===== src/dsc_map.svh =====
// Register offsets, field positions, reset values and trigger codes of the sync/frame channel
`ifndef DSC_MAP_SVH
`define DSC_MAP_SVH

`define DSC_OFF_SFC      8'h00
`define DSC_OFF_ELEM     8'h04
`define DSC_OFF_GFR      8'h08
`define DSC_OFF_CTRL     8'h0C
`define DSC_OFF_STAT     8'h10
`define DSC_OFF_SRC      8'h14
`define DSC_OFF_DST      8'h18

`define DSC_TRIG_MSB     15
`define DSC_TRIG_LSB     12
`define DSC_DBL_BIT      11
`define DSC_FRM_MSB      7
`define DSC_FRM_LSB      0

`define DSC_TRIG_RST     4'h0
`define DSC_FRM_RST      8'h00
`define DSC_ELEM_RST     16'h0000
`define DSC_ADDR_RST     16'h0000

`define DSC_CTL_START    0
`define DSC_CTL_AUTOINIT 1
`define DSC_CTL_SRC_LSB  4
`define DSC_CTL_DST_LSB  6

`define DSC_ST_BUSY      0
`define DSC_ST_PEND      1
`define DSC_ST_SECOND    2

`define DSC_MODE_HOLD    2'h0
`define DSC_MODE_INC     2'h1
`define DSC_MODE_DEC     2'h2

`define DSC_CODE_NONE    4'h0
`define DSC_CODE_P0RX    4'h1
`define DSC_CODE_P0TX    4'h2
`define DSC_CODE_P2RX    4'h3
`define DSC_CODE_P2TX    4'h4
`define DSC_CODE_P1RX    4'h5
`define DSC_CODE_P1TX    4'h6
`define DSC_CODE_A0RX    4'h7
`define DSC_CODE_A0TX    4'h8
`define DSC_CODE_FIFORX  4'h7
`define DSC_CODE_FIFOTX  4'h8
`define DSC_CODE_A2RX    4'h9
`define DSC_CODE_A2TX    4'hA
`define DSC_CODE_A1RX    4'hB
`define DSC_CODE_A1TX    4'hC
`define DSC_CODE_TMR0    4'hD
`define DSC_CODE_IRQ3    4'hE
`define DSC_CODE_TMR1    4'hF

`endif


===== src/dsc_pkg.sv =====
// Types shared by the sync/frame channel and its bench
`default_nettype none
package dsc_pkg;

  typedef enum logic [3:0] {
    DSC_IDLE   = 4'b0001,
    DSC_WAIT   = 4'b0010,
    DSC_FIRST  = 4'b0100,
    DSC_SECOND = 4'b1000
  } dsc_state_t;

  typedef enum logic [1:0] {
    DSC_VAR_TWO_PORT   = 2'b00,
    DSC_VAR_THREE_PORT = 2'b01,
    DSC_VAR_SUBSYS     = 2'b10
  } dsc_variant_t;

  typedef struct packed {
    logic port0_rx_event;
    logic port0_tx_event;
    logic port1_rx_event;
    logic port1_tx_event;
    logic port2_rx_event;
    logic port2_tx_event;
    logic port0_alt_rx_event;
    logic port0_alt_tx_event;
    logic port2_alt_rx_event;
    logic port2_alt_tx_event;
    logic port1_alt_rx_event;
    logic port1_alt_tx_event;
    logic timer0_event;
    logic timer1_event;
    logic ext_irq_three;
    logic fifo_rx_not_empty;
    logic fifo_tx_not_full;
  } dsc_events_t;

  typedef struct packed {
    logic        req;
    logic        second;
    logic [15:0] src;
    logic [15:0] dst;
  } dsc_move_t;

  typedef struct packed {
    logic        psel;
    logic        penable;
    logic        pwrite;
    logic [7:0]  paddr;
    logic [31:0] pwdata;
  } dsc_apb_req_t;

  typedef struct packed {
    logic [31:0] prdata;
    logic        pready;
    logic        pslverr;
  } dsc_apb_rsp_t;

endpackage : dsc_pkg

`default_nettype wire


===== src/dsc_channel.sv =====
// One event-paced DMA channel with double-word split and frame counting
//
// Operation
// - Paced channel waits for selected event
// - No trigger code runs elements back-to-back
// - One event consumed per element
// - Double-word element is two 16-bit moves
// - One 4-bit trigger select, resets to zero
// - Codes 1,2,5,6 select ports 0,1
// - Codes 3,4 third port, else reserved
// - Two-port: D,E,F timer0, irq3, timer1
// - Alt-stream variant: 7-C alt, D timer, E irq3
// - Subsystem: 7,8 FIFO events, rest reserved
// - Channel sequences both moves, any indexing
// - Second move flips address LSB
// - Double-word bit set enables, reset clears
// - 8-bit frame count minus one, resets zero
// - Frame count decrements per finished frame
// - Autoinit reloads frame count from global
// - Transfers equal element times frame count
// - CPU write beats controller frame update
// - Field layout, reserved bits ignore writes
// - Element counter decrements, reloads from shadow
`include "dsc_map.svh"
`timescale 1ns/10ps
`default_nettype none

module dsc_channel #(
  parameter dsc_pkg::dsc_variant_t VARIANT = dsc_pkg::DSC_VAR_TWO_PORT
) (
  input  wire logic                  clk_sys,
  input  wire logic                  srst,
  input  wire dsc_pkg::dsc_apb_req_t apb_req,
  output var  dsc_pkg::dsc_apb_rsp_t apb_rsp,
  input  wire dsc_pkg::dsc_events_t  ev,
  output var  dsc_pkg::dsc_move_t    mv,
  input  wire logic                  mem_ack,
  output      logic                  busy,
  output      logic                  block_done
);
  import dsc_pkg::*;

  ////////////////////////////////////////////////////////////////////////////
  dsc_state_t  state_r;
  logic [3:0]  trig_r;
  logic        dbl_en_r;
  logic [7:0]  frame_r;
  logic [15:0] elem_r;
  logic [15:0] elem_shadow_r;
  logic [7:0]  gfr_r;
  logic        autoinit_r;
  logic [1:0]  src_mode_r;
  logic [1:0]  dst_mode_r;
  logic [15:0] src_r;
  logic [15:0] dst_r;
  logic        pend_r;
  logic        dbl_elem_r;
  dsc_move_t   mv_r;
  logic        done_r;
  logic [31:0] prdata_r;
  logic        pslverr_r;

  logic        sel_ev;
  logic        free_run;
  logic        go;
  logic        elem_done;
  logic        frame_end;
  logic        blk_end;
  logic        hit;
  logic        wr_en;
  logic        wr_sfc;
  logic        wr_elem;
  logic        start;
  logic [31:0] rd_mux;

  function automatic logic [15:0] dsc_step(input logic [15:0] a, input logic [1:0] m, input logic dbl);
    logic [15:0] s;
    s = dbl ? 16'h0002 : 16'h0001;
    if (m == `DSC_MODE_INC) begin
      dsc_step = a + s;
    end else if (m == `DSC_MODE_DEC) begin
      dsc_step = a - s;
    end else begin
      dsc_step = a;
    end
  endfunction : dsc_step

  ////////////////////////////////////////////////////////////////////////////
  // APB slave, zero wait states
  always_comb begin
    hit = 1'b1;
    rd_mux = 32'h0000_0000;
    if (apb_req.paddr == `DSC_OFF_SFC) begin
      rd_mux[15:0] = {trig_r, dbl_en_r, 3'b000, frame_r};
    end else if (apb_req.paddr == `DSC_OFF_ELEM) begin
      rd_mux[15:0] = elem_r;
    end else if (apb_req.paddr == `DSC_OFF_GFR) begin
      rd_mux[7:0] = gfr_r;
    end else if (apb_req.paddr == `DSC_OFF_CTRL) begin
      rd_mux[`DSC_CTL_AUTOINIT] = autoinit_r;
      rd_mux[`DSC_CTL_SRC_LSB+:2] = src_mode_r;
      rd_mux[`DSC_CTL_DST_LSB+:2] = dst_mode_r;
    end else if (apb_req.paddr == `DSC_OFF_STAT) begin
      rd_mux[`DSC_ST_BUSY] = busy;
      rd_mux[`DSC_ST_PEND] = pend_r;
      rd_mux[`DSC_ST_SECOND] = (state_r == DSC_SECOND);
    end else if (apb_req.paddr == `DSC_OFF_SRC) begin
      rd_mux[15:0] = src_r;
    end else if (apb_req.paddr == `DSC_OFF_DST) begin
      rd_mux[15:0] = dst_r;
    end else begin
      hit = 1'b0;
    end
  end

  assign wr_en   = apb_req.psel & apb_req.penable & apb_req.pwrite & hit;
  assign wr_sfc  = wr_en & (apb_req.paddr == `DSC_OFF_SFC);
  assign wr_elem = wr_en & (apb_req.paddr == `DSC_OFF_ELEM);
  assign start   = wr_en & (apb_req.paddr == `DSC_OFF_CTRL) & apb_req.pwdata[`DSC_CTL_START]
                   & (state_r == DSC_IDLE);

  always_ff @(posedge clk_sys) begin
    if (srst) begin
      prdata_r  <= 32'h0000_0000;
      pslverr_r <= 1'b0;
    end else if (apb_req.psel & ~apb_req.penable) begin
      prdata_r  <= apb_req.pwrite ? 32'h0000_0000 : rd_mux;
      pslverr_r <= ~hit;
    end
  end

  assign apb_rsp = '{prdata: prdata_r, pready: 1'b1, pslverr: pslverr_r};

  ////////////////////////////////////////////////////////////////////////////
  // Trigger source selection
  always_comb begin
    sel_ev = 1'b0;
    case (trig_r)
      `DSC_CODE_P0RX: sel_ev = ev.port0_rx_event;
      `DSC_CODE_P0TX: sel_ev = ev.port0_tx_event;
      `DSC_CODE_P1RX: sel_ev = ev.port1_rx_event;
      `DSC_CODE_P1TX: sel_ev = ev.port1_tx_event;
      `DSC_CODE_P2RX: sel_ev = (VARIANT != DSC_VAR_TWO_PORT) & ev.port2_rx_event;
      `DSC_CODE_P2TX: sel_ev = (VARIANT != DSC_VAR_TWO_PORT) & ev.port2_tx_event;
      `DSC_CODE_A0RX: begin
        if (VARIANT == DSC_VAR_THREE_PORT) begin
          sel_ev = ev.port0_alt_rx_event;
        end else if (VARIANT == DSC_VAR_SUBSYS) begin
          sel_ev = ev.fifo_rx_not_empty;
        end
      end
      `DSC_CODE_A0TX: begin
        if (VARIANT == DSC_VAR_THREE_PORT) begin
          sel_ev = ev.port0_alt_tx_event;
        end else if (VARIANT == DSC_VAR_SUBSYS) begin
          sel_ev = ev.fifo_tx_not_full;
        end
      end
      `DSC_CODE_A2RX: sel_ev = (VARIANT == DSC_VAR_THREE_PORT) & ev.port2_alt_rx_event;
      `DSC_CODE_A2TX: sel_ev = (VARIANT == DSC_VAR_THREE_PORT) & ev.port2_alt_tx_event;
      `DSC_CODE_A1RX: sel_ev = (VARIANT == DSC_VAR_THREE_PORT) & ev.port1_alt_rx_event;
      `DSC_CODE_A1TX: sel_ev = (VARIANT == DSC_VAR_THREE_PORT) & ev.port1_alt_tx_event;
      `DSC_CODE_TMR0: sel_ev = (VARIANT != DSC_VAR_SUBSYS) & ev.timer0_event;
      `DSC_CODE_IRQ3: sel_ev = (VARIANT != DSC_VAR_SUBSYS) & ev.ext_irq_three;
      `DSC_CODE_TMR1: sel_ev = (VARIANT == DSC_VAR_TWO_PORT) & ev.timer1_event;
      default:        sel_ev = 1'b0;
    endcase
  end

  assign free_run = (trig_r == `DSC_CODE_NONE);
  assign go       = free_run | pend_r;

  // Pending occurrence; a new event wins over the consume
  always_ff @(posedge clk_sys) begin
    if (srst | start) begin
      pend_r <= 1'b0;
    end else begin
      pend_r <= (pend_r & ~((state_r == DSC_WAIT) & ~free_run)) | (busy & sel_ev);
    end
  end

  ////////////////////////////////////////////////////////////////////////////
  // Element sequencer
  assign elem_done = mem_ack & (((state_r == DSC_FIRST) & ~dbl_elem_r) | (state_r == DSC_SECOND));
  assign frame_end = elem_done & (elem_r == 16'h0000);
  assign blk_end   = frame_end & (frame_r == 8'h00);

  always_ff @(posedge clk_sys) begin
    if (srst) begin
      state_r <= DSC_IDLE;
    end else begin
      case (state_r)
        DSC_IDLE: begin
          if (start) begin
            state_r <= DSC_WAIT;
          end
        end
        DSC_WAIT: begin
          if (go) begin
            state_r <= DSC_FIRST;
          end
        end
        DSC_FIRST: begin
          if (mem_ack & dbl_elem_r) begin
            state_r <= DSC_SECOND;
          end else if (mem_ack) begin
            state_r <= (blk_end & ~autoinit_r) ? DSC_IDLE : DSC_WAIT;
          end
        end
        DSC_SECOND: begin
          if (mem_ack) begin
            state_r <= (blk_end & ~autoinit_r) ? DSC_IDLE : DSC_WAIT;
          end
        end
        default: state_r <= DSC_IDLE;
      endcase
    end
  end

  assign busy = (state_r != DSC_IDLE);

  // Element width latched per element
  always_ff @(posedge clk_sys) begin
    if (srst) begin
      dbl_elem_r <= 1'b0;
    end else if ((state_r == DSC_WAIT) & go) begin
      dbl_elem_r <= dbl_en_r;
    end
  end

  always_ff @(posedge clk_sys) begin
    if (srst) begin
      mv_r <= '0;
    end else if ((state_r == DSC_WAIT) & go) begin
      mv_r <= '{req: 1'b1, second: 1'b0, src: src_r, dst: dst_r};
    end else if ((state_r == DSC_FIRST) & mem_ack & dbl_elem_r) begin
      mv_r.second <= 1'b1;
      mv_r.src    <= {mv_r.src[15:1], ~mv_r.src[0]};
      mv_r.dst    <= {mv_r.dst[15:1], ~mv_r.dst[0]};
    end else if (elem_done) begin
      mv_r <= '0;
    end
  end

  assign mv = mv_r;

  always_ff @(posedge clk_sys) begin
    if (srst) begin
      done_r <= 1'b0;
    end else begin
      done_r <= blk_end;
    end
  end

  assign block_done = done_r;

  ////////////////////////////////////////////////////////////////////////////
  // Sync/frame register and frame counter
  always_ff @(posedge clk_sys) begin
    if (srst) begin
      trig_r   <= `DSC_TRIG_RST;
      dbl_en_r <= 1'b0;
      frame_r  <= `DSC_FRM_RST;
    end else if (wr_sfc) begin
      trig_r   <= apb_req.pwdata[`DSC_TRIG_MSB:`DSC_TRIG_LSB];
      dbl_en_r <= apb_req.pwdata[`DSC_DBL_BIT];
      frame_r  <= apb_req.pwdata[`DSC_FRM_MSB:`DSC_FRM_LSB];
    end else if (frame_end & (frame_r != 8'h00)) begin
      frame_r <= frame_r - 8'h01;
    end else if (blk_end & autoinit_r) begin
      frame_r <= gfr_r;
    end
  end

  // Element counter with shadow reload
  always_ff @(posedge clk_sys) begin
    if (srst) begin
      elem_r        <= `DSC_ELEM_RST;
      elem_shadow_r <= `DSC_ELEM_RST;
    end else if (wr_elem) begin
      elem_r        <= apb_req.pwdata[15:0];
      elem_shadow_r <= apb_req.pwdata[15:0];
    end else if (frame_end) begin
      elem_r <= elem_shadow_r;
    end else if (elem_done) begin
      elem_r <= elem_r - 16'h0001;
    end
  end

  ////////////////////////////////////////////////////////////////////////////
  // Control, global reload and addresses
  always_ff @(posedge clk_sys) begin
    if (srst) begin
      gfr_r      <= `DSC_FRM_RST;
      autoinit_r <= 1'b0;
      src_mode_r <= `DSC_MODE_HOLD;
      dst_mode_r <= `DSC_MODE_HOLD;
    end else if (wr_en & (apb_req.paddr == `DSC_OFF_GFR)) begin
      gfr_r <= apb_req.pwdata[7:0];
    end else if (wr_en & (apb_req.paddr == `DSC_OFF_CTRL)) begin
      autoinit_r <= apb_req.pwdata[`DSC_CTL_AUTOINIT];
      src_mode_r <= apb_req.pwdata[`DSC_CTL_SRC_LSB+:2];
      dst_mode_r <= apb_req.pwdata[`DSC_CTL_DST_LSB+:2];
    end
  end

  always_ff @(posedge clk_sys) begin
    if (srst) begin
      src_r <= `DSC_ADDR_RST;
    end else if (wr_en & (apb_req.paddr == `DSC_OFF_SRC)) begin
      src_r <= apb_req.pwdata[15:0];
    end else if (elem_done) begin
      src_r <= dsc_step(src_r, src_mode_r, dbl_elem_r);
    end
  end

  always_ff @(posedge clk_sys) begin
    if (srst) begin
      dst_r <= `DSC_ADDR_RST;
    end else if (wr_en & (apb_req.paddr == `DSC_OFF_DST)) begin
      dst_r <= apb_req.pwdata[15:0];
    end else if (elem_done) begin
      dst_r <= dsc_step(dst_r, dst_mode_r, dbl_elem_r);
    end
  end
endmodule : dsc_channel

`default_nettype wire


===== config.mk =====
export PLATFORM = sky130hd
export DESIGN_NAME = dsc_channel
export DESIGN_NICKNAME = d
export VERILOG_FILES = /design/src/dsc_pkg.sv /design/src/dsc_channel.sv
export VERILOG_INCLUDE_DIRS = /design/src
export SDC_FILE = /design/constraint.sdc
export NUM_CORES = 1
export LEC_CHECK = 0
export BUFFER_PORTS_ARGS = -buffer_cell sky130_fd_sc_hd__buf_2
export CORE_ASPECT_RATIO = 1.25
export CORE_MARGIN = 2
export CORE_UTILIZATION = 55
export DETAILED_ROUTE_END_ITERATION = 16
export GPL_ROUTABILITY_DRIVEN = 0
export GPL_TIMING_DRIVEN = 0
export PLACE_DENSITY = 0.82
export SLEW_MARGIN = 5
export SYNTH_ARGS = -nofsm -noshare
export SYNTH_HDL_FRONTEND = slang
export SYNTH_SLANG_ARGS = --single-unit

===== constraint.sdc =====
create_clock -name clk_sys -period 9.25 [get_ports clk_sys]
set_input_delay 1.85 -clock clk_sys [delete_from_list [all_inputs] [get_ports clk_sys]]
set_output_delay 1.85 -clock clk_sys [all_outputs]
set_load 0.01 [all_outputs]

==> flow_metrics.tcl, run 1 <==
set metrics [dict create \
    outcome "complete, no violations" \
    clk_pin_slew_ps 60 \
    cp-end-kind "flip-flop" \
    cp.arrival_ps 4670 \
    hold_buffers 0 \
    setup-tns-final_ps 0 \
    cts_tree "done" \
    fillCellCount 1401 \
    drc_errors 0 \
    leakage_nw 3.99 \
    drive_gt1_share_pct 12.8 \
    fin_crit_ps 4310 \
    yosysMostFrequentCell "nand2_1" \
    grt_pass1_vias 8610 \
    synth_top_area_cell "dfxtp_1" \
    required_ps 9620 \
    rsz0062_at_grt "false" \
    synth_area_leaders "dfxtp_1 35%, nand2_1 6.7%, a21oi_1 6.5%, nor2_1 5.3%, ha_1 4.8%" \
    slew-limit-headroom_pct 23.0 \
    postLayoutCoreUtil_pct 64.7 \
    r2r_setup_slack_ps 5140 \
    synth.distinct_cells 71 \
    skew_ps 6.24 \
    drt_pre_antenna_iters 6 \
    cts_made_buffers 17 \
    grt_max_degree 17 \
    period_share_pct 46.6 \
    synth_area_um2 8570 \
    grt_usage_pct 35.7 \
    first_iter_violations 1129 \
    synth_commonest_cells "154 x nand2_1, 148 x dfxtp_1, 120 x nor2_1" \
    setup.worst_path.start_class "input port" \
    overflow 0 \
    hp-class "flip-flop to flip-flop" \
    irDropWorstVdd_mv 0.111 \
    dp.final_hpwl_um 21600 \
    h-tree-depth 4 \
    grt_pass1_wl_um 45300 \
    cts_resized 0 \
    drv_cap 0 \
    port_buffers 88 \
    std_cell_rows 51 \
    syn_area_per_cell_um2 7.71 \
    clk_latency_ps 440 \
    critical_path_class "input port to flip-flop" \
    r2r_start "dst_mode_r[1]$_SDFFE_PP0P_" \
    hold_start "prdata_r[3]$_SDFFE_PP0P_" \
    clockBufferDepth 2 \
    clock-sinks 148 \
    num_vias 9455 \
    antenna_found_initial 0 \
    io_pins 133 \
    dp_cells 1426 \
    cp-startpoint "apb_req[39]" \
    synth-seq-cells 148 \
    slowest_delay_ps 900 \
    worst_slew_pin_slew_ps 1150 \
    yosysSeqAreaShare_pct 34.6 \
    die_height_um 144 \
    slowest_stage "nor4_1" \
    drtAntennaViolNets 0 \
    root_buffer "clkbuf_16" \
    cp_top_family "simple AND/OR/NAND/NOR gates" \
    num_antenna_cells 0 \
    setup_viol 0 \
    cp_max_fo 10 \
    die_w_um 116 \
    path_cells "buf_2 > or3_1 > or3_1 > clkbuf_1 > nor4_1 > clkbuf_1 > nand2_1 > o22ai_1" \
    finalNonFillerCells 1458 \
    dieArea_um2 16600 \
    slew_violations 0 \
    final_nets 1331 \
    critPathBufInv 3 \
    wl_per_cell_um 20.4 \
    initial_core_util_pct 55.5 \
    ys.flop_type "dfxtp_1" \
    synth-edff-count 0 \
    powerDensity_nw_per_um2 150 \
    syn_inst 1111 \
    synth_top_area_share_pct 34.6 \
    area_growth_pct 16.7 \
    finalPower_mw 1.50 \
    synth_warnings 0 \
    fmax_mhz 232 \
    coreArea_um2 15400 \
    final-hold-violation-count 0 \
    async_flop_share_pct 0 \
    cts_setup_buffers 0 \
    fin_hold_ws_ps 440 \
    via_per_inst 6.48 \
    wl_um 29700 \
]
==> final cells by class <==
class	instances	area (um^2)	share of cell area (%)
clock buffer	18	429	4.29
timing repair buffer	88	440	4.40
sequential	148	2960	29.6
multi-input combinational	869	5160	51.6
inverter	23	86.3	0.863
tap	212	265	2.65
clock inverter	14	234	2.34
buffer	86	419	4.19
==> power breakdown <==
group / switching [mW] / internal, mW / total [mW] / leakage, nW
Clock: 0.285 / 0.504 / 0.789 / 0.312
Combinational: 0.0498 / 0.0197 / 0.0696 / 2.48
Sequential: 0.000446 / 0.638 / 0.638 / 1.19
Total: 0.335 / 1.16 / 1.50 / 3.99
==> per-stage QoR <==
| stage | setup WS, ps | instance area (um^2) |
|---|---|---|
| global route | 4770 | 10000 |
| detailed placement | 4610 | 9340 |
| CTS | 5040 | 10000 |
| finish | 4940 | 10000 |
| global placement | 4620 | 9330 |
| floorplan | 5180 | 8620 |
==> worst min-delay path: cells and delay by family (launching register included) <==
family	cells	cell delay [ps]
flip-flops	1	310
AND/OR/NAND/NOR	2	90
==> worst paths after layout <==
| check | end | cells after the start |
|---|---|---|
| hold / removal | prdata_r[3]$_SDFFE_PP0P_ | 2 |
| setup reg to reg | dst_r[14]$_SDFFE_PP0P_ | 10 |
| hold reg to reg | prdata_r[3]$_SDFFE_PP0P_ | 2 |
| setup / recovery | elem_r[12]$_SDFFE_PP0P_ | 8 |
==> logic make-up after synthesis <==
kind of cell	synth area share, %
compound gates	27.1
mux	1.71
fa+ha+maj	5.29
xor+xnor	2.82
buf+inv	5.90
simple gates	22.5
other cells	0.0877
flops	34.6
==> placed cells by master (no fill, tap or decap), types with 6 or more instances in the layout <==
cell	instances
ha_1	33
nand3_1	17
nand4_1	6
clkbuf_16	17
bufinv_16	6
o21ai_0	66
or3_1	19
inv_1	22
a222oi_1	9
a21oi_1	112
a2111oi_0	7
a31oi_1	6
nor4_1	9
xnor2_1	12
nor2_1	120
or4_1	10
a211oi_1	22
buf_4	18
dfxtp_1	148
clkbuf_1	61
nand2b_1	14
a311oi_1	9
xor2_1	13
a21o_1	6
nand2_1	154
buf_2	89
nor2b_1	9
a221oi_1	7
a22oi_1	40
o211ai_1	17
conb_1	17
o22ai_1	10
nor3_1	32
mux2i_1	9
==> registers in the layout (all words and copies together) (netlist names) <==
signal / count
prdata_r: 16
trig_r: 4
pend_r: 1
dbl_elem_r: 1
frame_r: 8
state_r: 4
src_r: 16
mv: 34
pslverr_r: 1
dst_mode_r: 2
elem_r: 16
autoinit_r: 1
gfr_r: 8
elem_shadow_r: 16
block_done: 1
dst_r: 16
dbl_en_r: 1
src_mode_r: 2
==> metal layers <==
metal | GRT usage, % | routed length [um]
met4 | 25.8 | 2600
met5 | 0 | 0
met2 | 57.3 | 13200
met1 | 42.8 | 10800
met3 | 6.33 | 3090
No activity file was read; power rests on OpenSTA's default activity.
==> run 2: changes to the inputs <==
clock period = 4.44 ns   (was 9.25 ns; I/O delays follow)
==> flow_metrics.tcl, run 2 (same netlist as run 1, synthesis figures left out) <==
set metrics [dict create \
    outcome "complete, no violations" \
    drc_errors 0 \
    skew_ps 7.07 \
    finalNonFillerCells 1458 \
    whs_path_depth 2 \
    antenna_found_initial 0 \
    setup-tns-final_ps 0 \
    overflow 0 \
    hold_path_end "prdata_r[3]$_SDFFE_PP0P_" \
    port_buffers 88 \
    required_ps 4740 \
    fmax_mhz 255 \
    die_height_um 144 \
    hp-class "flip-flop to flip-flop" \
    setup.worst_path.start_class "flip-flop" \
    root_buffer "clkbuf_16" \
    io_pins 133 \
    preCtsSetupSlack_ps 367 \
    dp.final_hpwl_um 21600 \
    setup_viol 0 \
    drive_gt1_share_pct 12.8 \
    wl_um 29700 \
    postLayoutCoreUtil_pct 64.7 \
    slew_violations 0 \
    critical_path_class "flip-flop to flip-flop" \
    irDropWorstVdd_mv 0.231 \
    final_nets 1331 \
    via_per_inst 6.49 \
    powerDensity_nw_per_um2 312 \
    cp_max_fo 15 \
    cts_tree "done" \
    setup_slack_ps 519 \
    num_vias 9459 \
    r2r_start "dst_mode_r[1]$_SDFFE_PP0P_" \
    area_growth_pct 16.7 \
    cp-end-kind "flip-flop" \
    worst_slew_pin_slew_ps 1140 \
    grt_pass1_wl_um 45300 \
    dieArea_um2 16600 \
    die_w_um 116 \
    period_share_pct 88.3 \
    grt_max_degree 17 \
    r2r_cells 10 \
    clk_pin_slew_ps 60 \
    std_cell_rows 51 \
    final-hold-violation-count 0 \
    slew-limit-headroom_pct 23.5 \
    hold_start "prdata_r[3]$_SDFFE_PP0P_" \
    cp.arrival_ps 4220 \
    r2r_setup_slack_ps 520 \
    fin_crit_ps 3920 \
    initial_core_util_pct 55.5 \
    clock-sinks 148 \
    clk_latency_ps 440 \
    num_antenna_cells 0 \
    dp_cells 1426 \
    wl_per_cell_um 20.4 \
    h-tree-depth 4 \
    largest_register_ffs 34 \
    final_common_cell "nand2_1" \
    drtAntennaViolNets 0 \
    drv_cap 0 \
    rsz0062_at_grt "false" \
    first_iter_violations 1129 \
    grt_pass1_vias 8610 \
    final_cell_mix "154 x nand2_1, 148 x dfxtp_1, 120 x nor2_1, 112 x a21oi_1, 89 x buf_2" \
    cts_made_buffers 17 \
    r2r_end "dst_r[14]$_SDFFE_PP0P_" \
    clockBufferDepth 2 \
    coreArea_um2 15400 \
    leakage_nw 3.99 \
    drt_pre_antenna_iters 6 \
    grt_usage_pct 35.7 \
]
run 2: cell counts in the layout (fill, tap and decap cells not counted):
Identical to the previous run, type by type.
run 2: stage by stage:
step / area (um^2) / hold slack, ps / power, mW
2_1_floorplan: 8620 / 429 / 1.43
3_3_place_gp: 9330 / 421 / 1.49
3_5_place_dp: 9340 / 433 / 1.50
4_1_cts: 10000 / 443 / 3.10
5_1_grt: 10000 / 473 / 3.17
6_report: 10000 / 440 / 3.12
run 2: worst max path at each step:
stage / start / end / slack [ps] / cells past startpoint
3_5_place_dp: dst_mode_r[1]$_SDFFE_PP0P_ / dst_r[14]$_SDFFE_PP0P_ / 370 / 10
5_1_grt: dst_mode_r[1]$_SDFFE_PP0P_ / dst_r[12]$_SDFFE_PP0P_ / 180 / 10
6_report: dst_mode_r[1]$_SDFFE_PP0P_ / dst_r[14]$_SDFFE_PP0P_ / 520 / 10
2_1_floorplan: dst_mode_r[1]$_SDFFE_PP0P_ / dst_r[12]$_SDFFE_PP0P_ / 1120 / 10
4_1_cts: dst_mode_r[1]$_SDFFE_PP0P_ / dst_r[14]$_SDFFE_PP0P_ / 390 / 10
3_3_place_gp: dst_mode_r[1]$_SDFFE_PP0P_ / dst_r[14]$_SDFFE_PP0P_ / 470 / 10
run 2: report_power, final:
part	leakage, nW	switching [mW]	total (mW)	internal [mW]
registers	1.19	0.000927	1.33	1.33
clock network	0.312	0.596	1.65	1.05
logic	2.48	0.104	0.145	0.0411
run 2: worst max-delay path, cell delays in order, from the launching register on:
cell and delay, ps:
dfxtp_1 340, nand2b_1 510, nand2b_1 360, fa_1 450, a21o_1 190, a221oi_1 460
o211ai_1 240, o311ai_1 540, mux2i_1 140, o311ai_0 400, a311oi_1 140
run 2: routing by layer:
layer / track usage (%) / vias up / wire (um)
met1: 42.8 / 4329 / 10800
li1: - / 4267 / -
met3: 6.33 / 180 / 3120
met2: 57.3 / 683 / 13300
met4: 25.8 / 0 / 2430
met5: 0 / - / 0
run 2: cell type report:
cell class                 instances  area [um^2]
fill                            1401         5440
inverter                          23         86.3
clock buffer                      18          429
timing repair buffer              88          440
clock inverter                    14          234
sequential                       148         2960
multi-input combinational        869         5160
buffer                            86          419
tap                              212          265
run 2: what timing repair did:
action / in CTS / in global routing
hold endpoints to repair: 0 / 0
hold buffers: 0 / 0
resized for setup: 0 / 1
endpoints found under the setup margin: 0 / 1
setup buffers: 0 / 0
